--- config.mk ---
export PLATFORM = sky130hd
export DESIGN_NAME = ssr_regs
export DESIGN_NICKNAME = d
export VERILOG_FILES = /design/src/ssr_pkg.sv /design/src/ssr_evt_if.sv /design/src/ssr_sticky.sv /design/src/ssr_regs.sv
export SDC_FILE = /design/constraint.sdc
export NUM_CORES = 1
export LEC_CHECK = 0
export BUFFER_PORTS_ARGS = -buffer_cell sky130_fd_sc_hd__buf_2
export CAP_MARGIN = 5
export CELL_PAD_IN_SITES_DETAIL_PLACEMENT = 1
export CELL_PAD_IN_SITES_GLOBAL_PLACEMENT = 1
export CORE_MARGIN = 2
export CORE_UTILIZATION = 33
export CTS_BUF_LIST = sky130_fd_sc_hd__clkbuf_8
export DETAILED_ROUTE_END_ITERATION = 8
export GPL_TIMING_DRIVEN = 0
export PLACE_DENSITY = 0.86
export SETUP_SLACK_MARGIN = 0.05
export SLEW_MARGIN = 20
export SYNTH_ARGS = -nofsm -noshare
export SYNTH_HDL_FRONTEND = slang
export SYNTH_SLANG_ARGS = --single-unit
export TNS_END_PERCENT = 20
--- constraint.sdc ---
create_clock -name I_CLK -period 1.41 [get_ports I_CLK]
set_input_delay 0.0705 -clock I_CLK [delete_from_list [all_inputs] [get_ports I_CLK]]
set_output_delay 0.0705 -clock I_CLK [all_outputs]
set_load 0.005 [all_outputs]
--- src/ssr_pkg.sv ---
package ssr_pkg;
    localparam int STAT_W = 12;
    localparam int ADDR_W = 4;
    localparam logic [ADDR_W-1:0] OFS_STATUS = 4'h0;
    localparam logic [ADDR_W-1:0] OFS_IRQ_SET = 4'h1;
    localparam logic [ADDR_W-1:0] OFS_IRQ_CLR = 4'h2;
    localparam logic [ADDR_W-1:0] OFS_IRQ_MASK = 4'h3;
    localparam logic [ADDR_W-1:0] OFS_CTRL = 4'h4;
    localparam int BIT_TX_HOLD_EMPTY = 0;
    localparam int BIT_TX_ALL_SENT = 1;
    localparam int BIT_TX_DMA_DONE = 2;
    localparam int BIT_TX_DMA_ZERO = 3;
    localparam int BIT_RX_READY = 4;
    localparam int BIT_RX_OVERRUN = 5;
    localparam int BIT_RX_DMA_DONE = 6;
    localparam int BIT_RX_DMA_ZERO = 7;
    localparam int BIT_CMP0 = 8;
    localparam int BIT_CMP1 = 9;
    localparam int BIT_TX_SYNC = 10;
    localparam int BIT_RX_SYNC = 11;
    localparam int BIT_TX_EN = 16;
    localparam int BIT_RX_EN = 17;
    localparam logic [STAT_W-1:0] MASK_RESET = 12'h000;
    localparam logic [31:0] RDATA_RESET = 32'h0000_0000;
endpackage

--- src/ssr_evt_if.sv ---
interface ssr_evt_if;
    import ssr_pkg::*;
    logic [5:0] ev;
    logic rd_clear;
    logic [5:0] flags;
    modport owner (input ev, input rd_clear, output flags);
    modport user (output ev, output rd_clear, input flags);
endinterface

--- src/ssr_sticky.sv ---
module ssr_sticky
    import ssr_pkg::*;
#(
    parameter int N = 6
) (
    input wire logic i_clk,
    input wire logic i_reset,
    ssr_evt_if.owner bus
);
    typedef struct packed {
        logic [N-1:0] flag;
    } ssr_sticky_st_t;
    ssr_sticky_st_t st;
    ssr_sticky_st_t next_st;

    initial begin
        if (N < 1 || N > 6) $error("ssr_sticky: N out of range");
    end

    always_comb begin
        next_st = st;
        for (int k = 0; k < N; k++) begin
            if (bus.ev[k]) begin
                next_st.flag[k] = 1'b1;
            end else if (bus.rd_clear) begin
                next_st.flag[k] = 1'b0;
            end
        end
    end

    always_ff @(posedge i_clk) begin
        if (i_reset) begin
            st <= '0;
        end else begin
            st <= next_st;
        end
    end

    assign bus.flags = st.flag;
endmodule

--- src/ssr_regs.sv ---
// What this block does
// - Status bit 0 is high when the transmit holding register is empty, low while a word waits.
// - Status bit 1 is high when the holding register is empty and the shifter is idle, so also after reset before any word.
// - Status bit 2 is high once the transmit DMA count reached zero since the last count write.
// - Status bit 3 is high when transmit count and next count are both zero.
// - Status bit 4 is high while the receive holding register holds a word.
// - Status bit 5 sets when a received word overwrites an unread one and holds until a status read.
// - Status bit 6 sets when the receive DMA count reaches zero and clears on a receive count write.
// - Status bit 7 is high when receive count and next count are both zero.
// - Status bits 8 and 9 latch compare matches until the next status read.
// - Status bits 10 and 11 latch frame sync events until the next status read.
// - Writing ones to the enable-set register enables those sources, zeros do nothing.
// - Writing ones to the enable-clear register disables those sources, zeros do nothing.
// - The mask view register reads one for each enabled source.
module ssr_regs
    import ssr_pkg::*;
#(
    parameter int CNT_W = 16
) (
    input wire logic I_CLK,
    input wire logic I_RESET,
    input wire logic [ADDR_W-1:0] I_ADDR,
    input wire logic [31:0] I_WDATA,
    input wire logic I_WR,
    input wire logic I_RD,
    output logic [31:0] O_RDATA,
    output logic O_IRQ,
    input wire logic I_TX_HOLD_LOAD,
    input wire logic I_TX_SHIFT_TAKE,
    input wire logic I_TX_SHIFT_DONE,
    input wire logic I_RX_WORD_IN,
    input wire logic I_RX_WORD_READ,
    input wire logic [CNT_W-1:0] I_TX_DMA_COUNT,
    input wire logic [CNT_W-1:0] I_TX_DMA_NEXT_COUNT,
    input wire logic [CNT_W-1:0] I_RX_DMA_COUNT,
    input wire logic [CNT_W-1:0] I_RX_DMA_NEXT_COUNT,
    input wire logic I_TX_COUNT_WRITE,
    input wire logic I_RX_COUNT_WRITE,
    input wire logic I_CMP0_HIT,
    input wire logic I_CMP1_HIT,
    input wire logic I_TX_SYNC_EV,
    input wire logic I_RX_SYNC_EV,
    output logic O_TX_ENABLED,
    output logic O_RX_ENABLED
);
    typedef struct packed {
        logic tx_hold_full;
        logic tx_shift_busy;
        logic rx_full;
        logic tx_done_flag;
        logic rx_done_flag;
        logic [CNT_W-1:0] tx_cnt_prev;
        logic [CNT_W-1:0] rx_cnt_prev;
        logic [STAT_W-1:0] mask;
        logic tx_en;
        logic rx_en;
        logic [31:0] rdata;
        logic irq;
    } ssr_state_t;

    ssr_state_t st;
    ssr_state_t next_st;
    logic [STAT_W-1:0] status;
    logic [31:0] status_word;
    logic rd_status;
    logic tx_hit_zero;
    logic rx_hit_zero;

    ssr_evt_if ev_bus ();

    initial begin
        if (CNT_W < 1 || CNT_W > 32) $error("ssr_regs: CNT_W out of range");
    end

    assign rd_status = I_RD && (I_ADDR == OFS_STATUS);
    // count falling to zero marks end of a dma transfer
    assign tx_hit_zero = (I_TX_DMA_COUNT == '0) && (st.tx_cnt_prev != '0);
    assign rx_hit_zero = (I_RX_DMA_COUNT == '0) && (st.rx_cnt_prev != '0);

    // overrun when a word lands on an unread one
    assign ev_bus.ev[0] = I_RX_WORD_IN && st.rx_full && !I_RX_WORD_READ;
    assign ev_bus.ev[1] = I_CMP0_HIT;
    assign ev_bus.ev[2] = I_CMP1_HIT;
    assign ev_bus.ev[3] = I_TX_SYNC_EV;
    assign ev_bus.ev[4] = I_RX_SYNC_EV;
    assign ev_bus.ev[5] = 1'b0;
    assign ev_bus.rd_clear = rd_status;

    ssr_sticky #(.N(6)) u_sticky (
        .i_clk(I_CLK),
        .i_reset(I_RESET),
        .bus(ev_bus)
    );

    always_comb begin
        status = '0;
        status[BIT_TX_HOLD_EMPTY] = !st.tx_hold_full;
        status[BIT_TX_ALL_SENT] = !st.tx_hold_full && !st.tx_shift_busy;
        status[BIT_TX_DMA_DONE] = st.tx_done_flag;
        status[BIT_TX_DMA_ZERO] = (I_TX_DMA_COUNT == '0) && (I_TX_DMA_NEXT_COUNT == '0);
        status[BIT_RX_READY] = st.rx_full;
        status[BIT_RX_OVERRUN] = ev_bus.flags[0];
        status[BIT_RX_DMA_DONE] = st.rx_done_flag;
        status[BIT_RX_DMA_ZERO] = (I_RX_DMA_COUNT == '0) && (I_RX_DMA_NEXT_COUNT == '0);
        status[BIT_CMP0] = ev_bus.flags[1];
        status[BIT_CMP1] = ev_bus.flags[2];
        status[BIT_TX_SYNC] = ev_bus.flags[3];
        status[BIT_RX_SYNC] = ev_bus.flags[4];
    end

    always_comb begin
        status_word = '0;
        status_word[STAT_W-1:0] = status;
        status_word[BIT_TX_EN] = st.tx_en;
        status_word[BIT_RX_EN] = st.rx_en;
    end

    always_comb begin
        next_st = st;
        next_st.tx_cnt_prev = I_TX_DMA_COUNT;
        next_st.rx_cnt_prev = I_RX_DMA_COUNT;

        // a load while the shifter takes the old word keeps the holding register full
        if (I_TX_HOLD_LOAD) begin
            next_st.tx_hold_full = 1'b1;
        end else if (I_TX_SHIFT_TAKE) begin
            next_st.tx_hold_full = 1'b0;
        end
        // shifter busy from take to done
        if (I_TX_SHIFT_TAKE && st.tx_hold_full) begin
            next_st.tx_shift_busy = 1'b1;
        end else if (I_TX_SHIFT_DONE) begin
            next_st.tx_shift_busy = 1'b0;
        end

        if (I_RX_WORD_IN) begin
            next_st.rx_full = 1'b1;
        end else if (I_RX_WORD_READ) begin
            next_st.rx_full = 1'b0;
        end

        // reaching zero wins over count write
        if (tx_hit_zero) begin
            next_st.tx_done_flag = 1'b1;
        end else if (I_TX_COUNT_WRITE) begin
            next_st.tx_done_flag = 1'b0;
        end
        if (rx_hit_zero) begin
            next_st.rx_done_flag = 1'b1;
        end else if (I_RX_COUNT_WRITE) begin
            next_st.rx_done_flag = 1'b0;
        end

        if (I_WR) begin
            if (I_ADDR == OFS_IRQ_SET) begin
                next_st.mask = st.mask | I_WDATA[STAT_W-1:0];
            end else if (I_ADDR == OFS_IRQ_CLR) begin
                next_st.mask = st.mask & ~I_WDATA[STAT_W-1:0];
            end else if (I_ADDR == OFS_CTRL) begin
                next_st.tx_en = I_WDATA[0];
                next_st.rx_en = I_WDATA[1];
            end
        end

        next_st.rdata = RDATA_RESET;
        if (I_RD) begin
            if (I_ADDR == OFS_STATUS) begin
                next_st.rdata = status_word;
            end else if (I_ADDR == OFS_IRQ_MASK) begin
                next_st.rdata[STAT_W-1:0] = st.mask;
            end else if (I_ADDR == OFS_CTRL) begin
                next_st.rdata[1:0] = {st.rx_en, st.tx_en};
            end
        end

        next_st.irq = |(status & st.mask);
    end

    always_ff @(posedge I_CLK) begin
        if (I_RESET) begin
            st <= '0;
            st.mask <= MASK_RESET;
        end else begin
            st <= next_st;
        end
    end

    assign O_RDATA = st.rdata;
    assign O_IRQ = st.irq;
    assign O_TX_ENABLED = st.tx_en;
    assign O_RX_ENABLED = st.rx_en;
endmodule

==> impl_metrics.csv <==
group,metric,value,unit
logic_synthesis,synth_top_area_share,0.500,
sta,hold_violations,0,
sta,setup_violations,0,
min_path,hold_start,"I_WDATA[1]",
place,port_buffers,108,
pwr,pwr-share-clk,0.432,
logic_synthesis,avgSynthCellArea,9.78,µm²
worst_setup_path,end_kind,"register",
logic_synthesis,yosys.area_share.simple,0.265,
global_route,grt_pass1_vias,3035,
logic_synthesis,synth_top_family_by_area,"simple AND/OR/NAND/NOR gates",
flow_run,cap_violations,0,
worst_setup_path,cp.required,1680,ps
logic_synthesis,synth_edf_count,0,
pwr,p_seq_frac,0.459,
logic_synthesis,ys_seq_elements,71,
logic_synthesis,ys_types,33,
pwr,combPwrFrac,0.109,
pwr,power_density,1070,mW/mm²
global_route,grt_max_degree,13,
clock_network,cts_buffer_depth,2,
clock_network,cts.clk_slew.worst_paths,80,ps
worst_setup_path,cp-start-kind,"input port",
final_layout,drive_gt1_frac,0.377,
logic_synthesis,synthMuxAreaShare,0.0493,
floorplan,rows,33,
pwr,vdd_drop_max,0.567,mV
logic_synthesis,synth-compound-area-share,0.0730,
clock_network,cts_sinks,71,
worst_setup_path,worstPathMaxFanout,3,
floorplan,die_y,96.9,µm
final_layout,nFillCells,977,
global_route,grt_overflow,0,
worst_setup_path,cp_slowest_cell,"dlygate4sd3_1",
place,finalWeightedCongestion,0.819,
worst_setup_path,cp_cell_sequence,"dlygate4sd3_1 > buf_2 > nor4_2 > and4_4 > nand3_1 > a31oi_1",
final_layout,layout_common_cells,"buf_2 (113), dfxtp_1 (71), dlygate4sd3_1 (38)",
pwr,p_leak,2.00,nW
sta,tightest_slew,651,ps
floorplan,core_area,0.00830,mm²
floorplan,ios,150,
worst_setup_path,critPathKind,"in -> reg",
route,vias,2670,
global_route,antenna_found_initial,0,
floorplan,start_util,0.343,
clock_network,cts_root_buf,"clkbuf_8",
logic_synthesis,synth_area,0.00285,mm²
min_path,hold_path_class,"in -> reg",
route,drc,0,
sta,timing.final.crit_share,0.899,
final_layout,final_core_util,0.515,
sta,fmax,0.789,GHz
worst_setup_path,crit_buf_inv,2,
route,wl_per_cell,15.4,µm
worst_setup_path,crit_start,"I_TX_DMA_COUNT[0]",
clock_network,cts_tree,"done",
worst_setup_path,r2r_start,"st[81]",
logic_synthesis,ys_warn_count,0,
route,avgViaCountPerCell,4.64,
worst_setup_path,cp_slowest_stage_delay,550,ps
logic_synthesis,yosys_most_used_dff,"dfxtp_1",
final_layout,area_growth,50.1,%
route,ant_nets,0,
final_layout,diodes,0,
logic_synthesis,async_flop_share,0,
outcome,outcome,"finished, final reports clean",
logic_synthesis,yosys.area_share.xor_xnor,0.00308,
logic_synthesis,synthTopCellsByArea,"dfxtp_1 (50%), buf_4 (9.0%), nor2b_1 (7.7%), nor4_1 (5.3%), mux2i_1 (4.9%)",
logic_synthesis,synth_largest_area_cell,"dfxtp_1",
floorplan,die_x,96.9,µm
global_route,grt_first_pass_wirelength,14400,µm
logic_synthesis,syn_inst,291,
sta,rsz0062_at_grt,"false",
worst_setup_path,r2r_setup_slack,220,ps
pwr,p_int,0.00356,W
floorplan,die_area,0.00938,mm²
route,drt-total-wl,8840,µm
sta,clock_skew,7.13,ps
worst_setup_path,worst_path_dominant_cell_family,"buffers and inverters",
worst_setup_path,worstPathArrival,1530,ps
final_layout,layout_commonest_cell,"buf_2",
place,place_hpwl,5970,µm
pwr,power_switching,0.00102,W
clock_network,numCtsBuffers,9,
place,place_ws,-14.2,ps
sta,drv_slew,0,
sta,relSlewSlack,0.562,
clock_network,clk_latency,340,ps
logic_synthesis,ys_seq_area_frac,0.500,
route,dr.first_iter.drc_count,35,
logic_synthesis,synthAdderAreaFrac,0,
clock_network,cts_htree_levels,3,
sta,postLayoutSetupSlackWorst,142,ps
pwr,p_sw_frac,0.223,
global_route,grt_usage,0.191,
sta,min_period,1270,ps
route,dr.pass1.iters,4,
final_layout,final_nets,580,
## final timing paths
path,depth (start not counted),end
worst max-delay path,6,O_IRQ
worst min-delay path,3,O_RX_ENABLED
worst max register to register,4,O_IRQ
worst min register to register,2,O_RDATA[7]
## logic make-up (layout without fill, tap and decap cells)
group | after synthesis | after routing
simple gates | 127 | 127
other cells | 1 | 18
flops | 71 | 71
compound gates | 30 | 30
mux | 14 | 14
xor+xnor | 1 | 1
buf+inv | 47 | 209
## stage by stage
| step | total power [W] | hold WS [ps] | cell area (µm²) | TNS (ps) | std cells |
|---|---|---|---|---|---|
| 2_1_floorplan | 0.00233 | 147 | 2910 | 0 | 308 |
| 3_3_place_gp | 0.00251 | 278 | 3580 | 0 | 521 |
| 3_5_place_dp | 0.00253 | 301 | 3580 | -14.2 | 521 |
| 4_1_cts | 0.00458 | 0.921 | 4210 | 0 | 575 |
| 5_1_grt | 0.00474 | 28.9 | 4270 | 0 | 575 |
| 6_report | 0.00458 | 20.5 | 4270 | 0 | 575 |
## power by group through the flow
stage          Sequential [W]  Clock (W)  Combinational [W]
4_1_cts               0.00210    0.00201           0.000469
3_3_place_gp          0.00214          0           0.000370
6_report              0.00210    0.00198           0.000497
5_1_grt               0.00211    0.00209           0.000545
2_1_floorplan         0.00214          0           0.000194
3_5_place_dp          0.00215          0           0.000386
## routing by layer
layer / vias up / track usage / share of wire / wire [µm]
li1: 1317 / - / - / -
met1: 1250 / 0.200 / 0.39 / 3460
met2: 89 / 0.362 / 0.54 / 4760
met3: 14 / 0.0448 / 0.051 / 452
met4: 0 / 0.0769 / 0.019 / 170
met5: - / 0 / 0 / 0
## Yosys cell counts, drive strengths merged (2+ instances only)
library cell / count
clkbuf: 5
dfxtp: 71
a22o: 9
nand3: 18
nand2: 7
nor2b: 35
a21oi: 13
and2: 2
mux2i: 14
inv: 2
nand4: 2
and4: 4
nor4: 26
nor4b: 2
nor2: 25
buf: 40
a22oi: 3
nand2b: 2
## tightest hold or removal path: stages
cell,delay (ps)
buf_2,110
mux2i_1,70
nor2_1,80
## timing repair
item,4_1_cts,5_1_grt
setup buffers,0,0
endpoints found under the hold margin,38,0
hold buffers,38,0
gates resized for setup,0,13
endpoints found under the setup margin,0,1
## layout make-up
cell class	instances	area (µm²)	share of cell area
buffer	45	303	0.0709
clock buffer	10	138	0.0322
clock inverter	6	108	0.0252
inverter	2	7.51	0.00176
multi-input combinational	190	1240	0.291
sequential	71	1420	0.333
tap	105	131	0.0308
timing repair buffer	146	921	0.216
Note: power is estimated with default switching activity, not from simulation.
